File: src/hw/mmc_defines.svh
`ifndef MMC_DEFINES_SVH
`define MMC_DEFINES_SVH
// What the document requires of this block and of its host
// RULE1: after power-on or reset release, become fully operational within 2000 ms.
// RULE2: reset pin low longer than 2 us resets; host holds it that long.
// RULE3: after power-on, answer the two-wire bus within 2000 ms.
// RULE4: within 2000 ms clear data-not-ready bit 0 byte 2, assert interrupt.
// RULE5: after reset pin rises, become fully operational within 2000 ms.
// RULE6: low-power input high enters lower power level within 100 us.
// RULE7: an interrupt condition drives the interrupt line low within 200 ms.
// RULE8: flags clear on read; interrupt line releases within 500 us after that.
// RULE9: receive loss-of-signal sets its flag and asserts interrupt within 100 ms.
// RULE10: any other condition sets its flag and asserts interrupt within 200 ms.
// RULE11: setting a mask bit stops that source interrupting within 100 ms.
// RULE12: clearing a mask bit resumes that source interrupting within 100 ms.
// RULE13: after module select asserts, answer the two-wire bus within 100 us.
// RULE14: after module select deasserts, stop answering the bus within 100 us.
// RULE15: power-down bit set enters lower power level within 100 ms.
// RULE16: power-down bit cleared returns to full operation within 300 ms.
// RULE17: read-clear timing starts at falling clock edge after the read's stop.
// RULE18: write timing starts at falling clock edge after the write's stop.
// RULE19: two-wire target address is 1010000 plus direction bit.
// RULE20: host keeps module select asserted during every transaction to the module.

// clock rate and documented times
`define MMC_CLK_MHZ 100
`define MMC_T_INIT_MS 2000
`define MMC_T_SERIAL_MS 2000
`define MMC_T_RESET_MIN_US 2

// derived cycle counts
`define MMC_RESET_MIN_CYC (`MMC_T_RESET_MIN_US * `MMC_CLK_MHZ)
`define MMC_INIT_CYC (`MMC_T_INIT_MS * 1000 * `MMC_CLK_MHZ)
`define MMC_SERIAL_CYC (`MMC_T_SERIAL_MS * 1000 * `MMC_CLK_MHZ)

// flag layout: low lanes are receive loss-of-signal
`define MMC_NUM_FLAGS 8
`define MMC_NUM_LOS 4

// two-wire target address, seven bits
`define MMC_TWI_ADDR 7'h50

// positions in the synchronised pin vector and their reset values
`define MMC_NUM_PINS 3
`define MMC_PIN_RESET 0
`define MMC_PIN_LOWPWR 1
`define MMC_PIN_SELECT 2
`define MMC_PIN_RST_VAL 3'h5
`endif

File: src/hw/mmc_pkg.sv
`include "mmc_defines.svh"
package mmc_pkg;
   // management state: held in reset, initialising, running
   typedef enum logic [1:0]
   {
      MMC_ST_HOLD = 2'b00,
      MMC_ST_INIT = 2'b01,
      MMC_ST_RUN = 2'b10
   } mmc_state_t;

   typedef logic [`MMC_NUM_FLAGS-1:0] mmc_flags_t;
   typedef logic [31:0] mmc_count_t;
   typedef logic [`MMC_NUM_PINS-1:0] mmc_pins_t;

   // status bits that leave the block together
   typedef struct packed
   {
      logic fully_operational;
      logic data_not_ready;
      logic bus_respond;
      logic low_power_active;
   } mmc_status_t;
endpackage

File: src/hw/mmc_control.sv
`timescale 1ns/1ns
`include "mmc_defines.svh"
module mmc_control
   import mmc_pkg::*;
#(
   parameter int unsigned INIT_CYCLES = `MMC_INIT_CYC,
   parameter int unsigned SERIAL_CYCLES = `MMC_SERIAL_CYC
)
(
   input wire logic clock,
   input wire logic srst,
   input wire logic module_reset_n,
   input wire logic low_power_request,
   input wire logic module_select_n,
   input wire logic power_down_request,
   input wire mmc_flags_t flag_condition,
   input wire mmc_flags_t flag_mask,
   input wire logic flag_read_clear,
   input wire logic [6:0] bus_addr,
   output logic interrupt_out_n,
   output mmc_flags_t flags_out,
   output mmc_status_t status,
   output logic bus_addr_hit
);
   mmc_pins_t pins_raw;
   mmc_pins_t pins_q;
   logic rst_pin_q;
   logic lp_pin_q;
   logic sel_pin_n_q;

   mmc_state_t state_reg;
   mmc_state_t state_next;
   mmc_count_t init_cnt_reg;
   mmc_count_t init_cnt_next;
   logic [15:0] rst_low_reg;
   logic [15:0] rst_low_next;
   logic bus_ready_reg;
   logic bus_ready_next;
   logic init_done;
   logic reset_fire;

   mmc_flags_t flag_reg;
   mmc_flags_t flag_next;
   logic ready_flag_reg;
   logic ready_flag_next;
   logic dnr_reg;
   logic dnr_next;
   logic int_n_reg;
   logic int_n_next;
   mmc_status_t status_reg;
   mmc_status_t status_next;
   logic pending;

   // all three control pins arrive from the host asynchronously
   assign pins_raw[`MMC_PIN_RESET] = module_reset_n;
   assign pins_raw[`MMC_PIN_LOWPWR] = low_power_request;
   assign pins_raw[`MMC_PIN_SELECT] = module_select_n;

   mmc_pin_sync u_sync
   (
      .clock(clock),
      .srst(srst),
      .pin_in(pins_raw),
      .pin_out(pins_q)
   );

   assign rst_pin_q = pins_q[`MMC_PIN_RESET];
   assign lp_pin_q = pins_q[`MMC_PIN_LOWPWR];
   assign sel_pin_n_q = pins_q[`MMC_PIN_SELECT];

   // reset fires once the pin has stayed low for the minimum pulse width
   assign reset_fire = !rst_pin_q &&
      (rst_low_reg == 16'(`MMC_RESET_MIN_CYC)); // RULE2
   assign init_done = (state_reg == MMC_ST_INIT) &&
      (init_cnt_reg == mmc_count_t'(INIT_CYCLES - 1));

   // reset pulse width, init timer and management state
   always_comb
   begin
      state_next = state_reg;
      init_cnt_next = init_cnt_reg;
      rst_low_next = rst_low_reg;
      bus_ready_next = bus_ready_reg;
      if (rst_pin_q)
      begin
         rst_low_next = 16'h0000;
      end
      else if (rst_low_reg != 16'(`MMC_RESET_MIN_CYC))
      begin
         rst_low_next = rst_low_reg + 16'h0001; // RULE2
      end
      case (state_reg)
         MMC_ST_HOLD:
         begin
            init_cnt_next = 32'h00000000;
            bus_ready_next = 1'b0;
            if (rst_pin_q)
            begin
               state_next = MMC_ST_INIT; // RULE5
            end
         end
         MMC_ST_INIT:
         begin
            init_cnt_next = init_cnt_reg + 32'h00000001;
            if (init_cnt_reg >= mmc_count_t'(SERIAL_CYCLES - 1))
            begin
               bus_ready_next = 1'b1; // RULE3
            end
            if (init_done)
            begin
               state_next = MMC_ST_RUN; // RULE1
            end
         end
         MMC_ST_RUN:
         begin
            bus_ready_next = 1'b1;
         end
         default:
         begin
            state_next = MMC_ST_INIT;
            init_cnt_next = 32'h00000000;
         end
      endcase
      // a long enough low pulse wins over every state
      if (reset_fire)
      begin
         state_next = MMC_ST_HOLD; // RULE2
         bus_ready_next = 1'b0;
      end
   end

   always_ff @(posedge clock)
   begin
      if (srst)
      begin
         state_reg <= MMC_ST_INIT;
         init_cnt_reg <= 32'h00000000;
         rst_low_reg <= 16'h0000;
         bus_ready_reg <= 1'b0;
      end
      else
      begin
         state_reg <= state_next;
         init_cnt_reg <= init_cnt_next;
         rst_low_reg <= rst_low_next;
         bus_ready_reg <= bus_ready_next;
      end
   end

   // unmasked flags plus the ready event; mask takes effect at once
   assign pending = (|(flag_reg & ~flag_mask)) || ready_flag_reg; // RULE11

   // flags, ready event, data-not-ready and the interrupt line
   // the read-clear strobe comes from the serial engine at the falling
   // clock edge after the read's stop; a set in that cycle beats the clear
   always_comb
   begin
      flag_next = flag_reg;
      ready_flag_next = ready_flag_reg;
      dnr_next = dnr_reg;
      if (state_reg == MMC_ST_HOLD)
      begin
         flag_next = '0;
         ready_flag_next = 1'b0;
         dnr_next = 1'b1;
      end
      else
      begin
         flag_next = (flag_reg & ~{`MMC_NUM_FLAGS{flag_read_clear}}) |
            flag_condition; // RULE8 RULE9 RULE10 RULE17
         ready_flag_next = (ready_flag_reg & ~flag_read_clear) |
            init_done; // RULE4
         if (init_done)
         begin
            dnr_next = 1'b0; // RULE4
         end
      end
      int_n_next = !((state_reg != MMC_ST_HOLD) && pending); // RULE7 RULE12
   end

   // status; mask and power-down bits are taken as they arrive, the
   // write engine presents them after the write's stop
   always_comb
   begin
      status_next.fully_operational = (state_next == MMC_ST_RUN);
      status_next.data_not_ready = dnr_next;
      status_next.bus_respond = bus_ready_next && !sel_pin_n_q &&
         (state_next != MMC_ST_HOLD); // RULE13 RULE14
      status_next.low_power_active = lp_pin_q ||
         power_down_request; // RULE6 RULE15 RULE16 RULE18
   end

   always_ff @(posedge clock)
   begin
      if (srst)
      begin
         flag_reg <= '0;
         ready_flag_reg <= 1'b0;
         dnr_reg <= 1'b1;
         int_n_reg <= 1'b1;
         status_reg <= 4'h4;
      end
      else
      begin
         flag_reg <= flag_next;
         ready_flag_reg <= ready_flag_next;
         dnr_reg <= dnr_next;
         int_n_reg <= int_n_next;
         status_reg <= status_next;
      end
   end

   assign interrupt_out_n = int_n_reg;
   assign flags_out = flag_reg;
   assign status = status_reg;
   // the address compare is combinational so the serial engine can ack
   assign bus_addr_hit = status_reg.bus_respond &&
      (bus_addr == `MMC_TWI_ADDR); // RULE19
endmodule

File: src/hw/mmc_pin_sync.sv
`timescale 1ns/1ns
`include "mmc_defines.svh"
module mmc_pin_sync
   import mmc_pkg::*;
(
   input wire logic clock,
   input wire logic srst,
   input wire mmc_pins_t pin_in,
   output mmc_pins_t pin_out
);
   mmc_pins_t s1_reg;
   mmc_pins_t s2_reg;
   mmc_pins_t s3_reg;
   mmc_pins_t out_reg;
   mmc_pins_t out_next;

   // a change counts only once stages two and three agree, which filters
   // a single metastable sample out of the result
   genvar i;
   generate
      for (i = 0; i < `MMC_NUM_PINS; i = i + 1)
      begin : g_pin
         always_comb
         begin
            out_next[i] = out_reg[i];
            if (s2_reg[i] == s3_reg[i])
            begin
               out_next[i] = s3_reg[i];
            end
         end
      end
   endgenerate

   // shift chain; stage one feeds only stage two
   always_ff @(posedge clock)
   begin
      if (srst)
      begin
         s1_reg <= `MMC_PIN_RST_VAL;
         s2_reg <= `MMC_PIN_RST_VAL;
         s3_reg <= `MMC_PIN_RST_VAL;
         out_reg <= `MMC_PIN_RST_VAL;
      end
      else
      begin
         s1_reg <= pin_in;
         s2_reg <= s1_reg;
         s3_reg <= s2_reg;
         out_reg <= out_next;
      end
   end

   assign pin_out = out_reg;
endmodule

File: config.mk
export PLATFORM = sky130hd
export DESIGN_NAME = mmc_control
export DESIGN_NICKNAME = d
export VERILOG_FILES = /design/src/hw/mmc_pkg.sv /design/src/hw/mmc_control.sv /design/src/hw/mmc_pin_sync.sv
export VERILOG_INCLUDE_DIRS = /design/src /design/src/hw
export SDC_FILE = /design/constraint.sdc
export NUM_CORES = 1
export LEC_CHECK = 0
export BUFFER_PORTS_ARGS = -buffer_cell sky130_fd_sc_hd__buf_2
export CORE_MARGIN = 5
export CORE_UTILIZATION = 50
export CTS_BUF_LIST = sky130_fd_sc_hd__clkbuf_16
export CTS_CLUSTER_DIAMETER = 40
export DETAILED_ROUTE_END_ITERATION = 6
export GPL_ROUTABILITY_DRIVEN = 0
export HOLD_SLACK_MARGIN = 0.12
export PLACE_DENSITY = 0.78
export SLEW_MARGIN = 20
export SYNTH_ARGS = -nofsm -noshare
export SYNTH_HDL_FRONTEND = slang
export SYNTH_HIERARCHICAL = 1
export SYNTH_SLANG_ARGS = --single-unit
File: constraint.sdc
create_clock -name clock -period 2.4 [get_ports clock]
set_input_delay 0.48 -clock clock [delete_from_list [all_inputs] [get_ports clock]]
set_output_delay 0.48 -clock clock [all_outputs]
set_load 0.02 [all_outputs]
# == After elaboration in Yosys (flattened, before gate mapping) ==
# Index checks and enable logic that the tools add are counted.
# word_totals
input_bits,30
elab_cells,64
output_inout_bits,14
register_bits,77
# classes
eq_ne,10
n_addsub,2
bitwise_logic,8
mux,9
n_reduce_logical,17
n_lt_le_gt_ge,1
# op_table
operator,count
case mux 32 bit (2 select lines),1
adder 32 x 1 -> 32 bit (second input constant),1
== test 32 x 28 -> 1 bit (second input constant),1
>= comparator 32 x 28 -> 1 bit (second input constant),1
adder 16 x 1 -> 16 bit (second input constant),1
bitwise AND 8 bit,2
== test 16 x 8 -> 1 bit (second input constant),1
inequality test 16 x 8 -> 1 bit (second input constant),1
inverter 8 bit,2
bitwise OR 8 bit,1
OR reduction 8 bit,1
== test 7 bit (second input constant),1
logical AND 1 bit,6
2-to-1 mux 2 bit,3
case mux 2 bit (3 select lines),1
== test 2 bit (second input constant),2
nonzero test 2 bit,2
OR reduction 2 bit,2
== test 1 bit,3
logical NOT 1 bit,3
2-to-1 mux 1 bit,3
case mux 1 bit (3 select lines),1
== test 2 x 1 -> 1 bit (second input constant),1
logical NOT 2 bit,1
4 further kinds,5

# == Depth between registers and ports, before layout ==
# depth
ltp_word,7
mapped_depth,7
ltp_nobuf,7

# == By module ==
# Netlist, hierarchy kept.
# modules_own_cells
mod,cells_per_inst,area_each_um2,instances
mmc_control,352,3004.1,1
mmc_pin_sync,31,356.6,1

# == Least setup slack after synthesis ==
# OpenSTA, ideal clock, no wires.
# synth_path
kind,in2out
from,input bus_addr[1]
to,output bus_addr_hit
stages,2
t_arrival_ns,1.283
slack_ns,0.637
t_required_ns,1.920
cell_sequence,or4_1 -> nor2_1
# synth_between
elab_chain_cells,2
# synth_lines
element,line_no,source
"start, declared",mmc_control.sv:19,"input wire logic [6:0] bus_addr,"
== test 7 bit (no line),-,
logical AND 1 bit,mmc_control.sv:217,assign bus_addr_hit = status_reg.bus_respond &&
"end, declared",mmc_control.sv:23,output logic bus_addr_hit
# No other way between the ends.

# == Worst setup path after layout ==
# layout_path
from,register init_cnt_reg[0]
to,register status_reg (netlist bit status[3])
# layout_between
elab_chain_cells,6
# layout_lines
element,line_no,source
"start, declared",mmc_control.sv:33,mmc_count_t init_cnt_reg;
"start signal, assigned",mmc_control.sv:144,init_cnt_reg <= init_cnt_next;
== test 32 x 28 -> 1 bit,mmc_control.sv:75,(init_cnt_reg == mmc_count_t'(INIT_CYCLES - 1));
logical AND 1 bit,mmc_control.sv:74,assign init_done = (state_reg == MMC_ST_INIT) &&
2-to-1 mux 2 bit,mmc_control.sv:109,if (init_done)
case mux 2 bit (3 select lines),mmc_control.sv:92,case (state_reg)
2-to-1 mux 2 bit,mmc_control.sv:125,if (reset_fire)
== test 2 bit,mmc_control.sv:185,status_next.fully_operational = (state_next == MMC_ST_RUN);
"end signal, assigned",mmc_control.sv:209,status_reg <= status_next;
"end, declared",mmc_control.sv:50,mmc_status_t status_reg;
# No other way between the ends.
# A chain may end at the register's enable or synchronous reset.

==> results.cfg <==
[place]
postPlaceCellArea_um2 = 3637
placed_cells = 495
pre_cts_slack_ns = 0.4610
io_buffers = 43
dp_hpwl_um = 4954

[clock_network]
insertion_delay_ns = 0.33
cts_tree = done
cts_hold_buf = 0
post_cts_buffers = 0
clock_sinks = 77
clk_pin_slew_ns = 0.06
clockBufferDepth = 2
cts.htree.levels = 3
cts_root_buffer = clkbuf_16
cts_resized = 0
cts_buffers = 9

[worst_setup_path]
cp.required_ns = 2.64
r2r_end = status[3]$_SDFF_PP0_
end_kind = register
arrival_ns = 2.24
criticalPathCategory = reg -> reg
cp_slowest_cell = dfxtp_1
r2r_cells = 5
slowest_delay_ns = 0.42
reg2reg_from = init_cnt_reg[0]$_SDFFE_PP0P_
crit_path_start_kind = register
crit_fanout = 11
path_cells = ha_1 > nand3_1 > nor2_1 > nand4_1 > a211oi_1
rrSetupSlack_ns = 0.39

[logic_synthesis]
synthMuxAreaShare = 0.002978
synth_nets = 416
yosysUniqueCellTypes = 51
synth-edff-count = 0
synth_top_family_by_area = simple AND/OR/NAND/NOR gates
synth_top_area_share = 0.4587
yosys.area.top_type = dfxtp_1
synthesis.area_um2 = 3361
synth_ff_type = dfxtp_1
synthCells = 383
synthAdderAreaFrac = 0.01117
synth.avg_cell_area_um2 = 8.775
synth_xor_area_frac = 0.09382
synth_area_leaders = dfxtp_1, nor2_1, xnor2_1, a21oi_1, xor2_1
seq_area_frac_synth = 0.4587
synth-compound-area-share = 0.09270
synth-simple-area-share = 0.3045
ys_warn_count = 6
synth_seq_cells = 77
synthArstFlopShare = 0

[layout]
multi_input_area_um2 = 1698
final_area_um2 = 3902
nets = 462
num_antenna_cells = 0
fillers = 571
final_core_util = 0.6042
areaGrowthSynthToFinish_pct = 16.12
largest_register_ffs = 32
drive_gt1_frac = 0.1755
seq_area_um2 = 1541
layout.cells.non_filler = 510

[power_and_ir_drop]
switching_share = 0.2198
total_power_mw = 2.616
power_frac_seq = 0.503
clkPwrFrac = 0.456
total_leakage_power_nw = 1.414
power.internal_mw = 2.041
combPwrFrac = 0.041
ir_drop_mv = 0.6461
power.density_nw_per_um2 = 670.2
p_sw_uw = 575.0

[sta]
fin_crit_ns = 2.007
hold_viol = 0
setup_violations = 0
min_period_over_period = 0.8361
clock.fmax_mhz = 498.4
finClkSkew_ns = 0.005916
setup-tns-final_ns = 0
fin_ws_ns = 0.3934
maxSlewHeadroom = 0.4293
tightest_slew_ns = 0.8543
maxSlewViolCount = 0
rsz0062_at_grt = no
fin_hold_ws_ns = 0.3251

[route]
routed_via_density = 5.467
ant_nets = 0
detail_route.wl_per_cell_um = 13.40
dr.first_iter.drc_count = 93
drtPass1Iterations = 4
finalWirelength_um = 6835
vias = 2788
drcViolationCount = 0

[global_route]
grt_overflow = 0
grt_max_degree = 23
antenna_found_initial = 0
grt_pass1_wl_um = 12020
grt_use_met2 = 0.2987
grt_pass1_vias = 2718
grt_usage = 0.1745
grt_util_met3 = 0.06383
grt_busiest_layer = met2
met1_usage = 0.2016

[job]
max_cap_violations = 0

[hold_path]
hold_depth = 2
hold_class = in -> reg
holdPathEnd = u_sync/s1_reg[0]$_SDFF_PP1_
hp-start = module_reset_n

[floorplanning]
die_x_um = 91.99
dieArea_um2 = 8461
ioPinCount = 44
die_y_um = 91.99
row_count = 29
start_util = 0.5203
coreArea_um2 = 6459

[run_status]
status = finished, final reports clean
Yosys cell counts (all sizes together) (2+ instances only):
master / count
nor2: 67
o21bai: 3
a21oi: 27
dfxtp: 77
clkbuf: 8
or4: 5
nor4: 12
nand2b: 4
ha: 3
nor3b: 5
a21o: 4
nand2: 19
or2: 8
nand3: 17
buf: 4
nor2b: 5
and4: 4
or3: 5
nor3: 8
xor2: 14
nand4: 14
inv: 14
xnor2: 22
and2b: 2
a211oi: 2
and2: 2
and3: 2
nand4b: 4
o21ai: 10
power groups by stage:
stage               sequential [mW]  clock [mW]  combinational, mW
global placement               1.34           0              0.105
global route                   1.32        1.29              0.121
detailed placement             1.34           0              0.108
CTS                            1.31        1.23              0.109
finish                         1.32        1.19              0.107
floorplan                      1.36           0             0.0487
worst max path at each step:
stage                                 start  cells past startpoint  slack, ns                       to
3_5_place_dp   init_cnt_reg[0]$_SDFFE_PP0P_                      5       0.46  state_reg[1]$_SDFF_PP0_
5_1_grt        init_cnt_reg[0]$_SDFFE_PP0P_                      5       0.16     status[3]$_SDFF_PP0_
6_report       init_cnt_reg[0]$_SDFFE_PP0P_                      5       0.39     status[3]$_SDFF_PP0_
2_1_floorplan                   bus_addr[1]                      2       0.64             bus_addr_hit
4_1_cts        init_cnt_reg[0]$_SDFFE_PP0P_                      5       0.38     status[3]$_SDFF_PP0_
3_3_place_gp   init_cnt_reg[0]$_SDFFE_PP0P_                      5       0.53     status[3]$_SDFF_PP0_
critical path, delay by kind of cell (launching register included):
| kind | cells | cell delay [ns] |
|---|---|---|
| and+or+nand+nor | 3 | 0.86 |
| adders and majority gates | 1 | 0.30 |
| DFF | 1 | 0.42 |
| AOI/OAI and AO/OA | 1 | 0.33 |
metal layers:
| layer | share of wire | vias to the layer above | wire (um) |
|---|---|---|---|
| met1 | 0.43 | 1306 | 2930 |
| met4 | 0.014 | 0 | 96 |
| li1 | - | 1423 | - |
| met3 | 0.050 | 7 | 339 |
| met2 | 0.51 | 52 | 3468 |
| met5 | 0 | - | 0 |
kinds of logic after synthesis:
kind of cell | after synthesis
adders and majority gates | 3
DFF | 77
xor gates and xnor gates | 36
buffers and inverters | 27
and+or+nand+nor | 186
AOI/OAI and AO/OA | 53
muxes | 1
final cells by class:
class,count,area share
clock buffers,9,0.05771
clock inverters,6,0.01026
inverters,15,0.01443
multi-input cells,279,0.4351
flip-flops and latches,77,0.3950
well taps,77,0.02469
repair buffers,47,0.06284
layout by cell type (no fill, tap or decap), types with 8 or more instances in the layout:
master     instances
a21oi_1           27
nor2_1            65
o21ai_0            9
inv_1             14
xor2_1            14
nor3_1             8
xnor2_1           22
clkbuf_16          9
nand3_1           16
nand4_1           14
dfxtp_1           77
buf_2             43
nand2_1           19
Power figures use the tool's default switching activity.
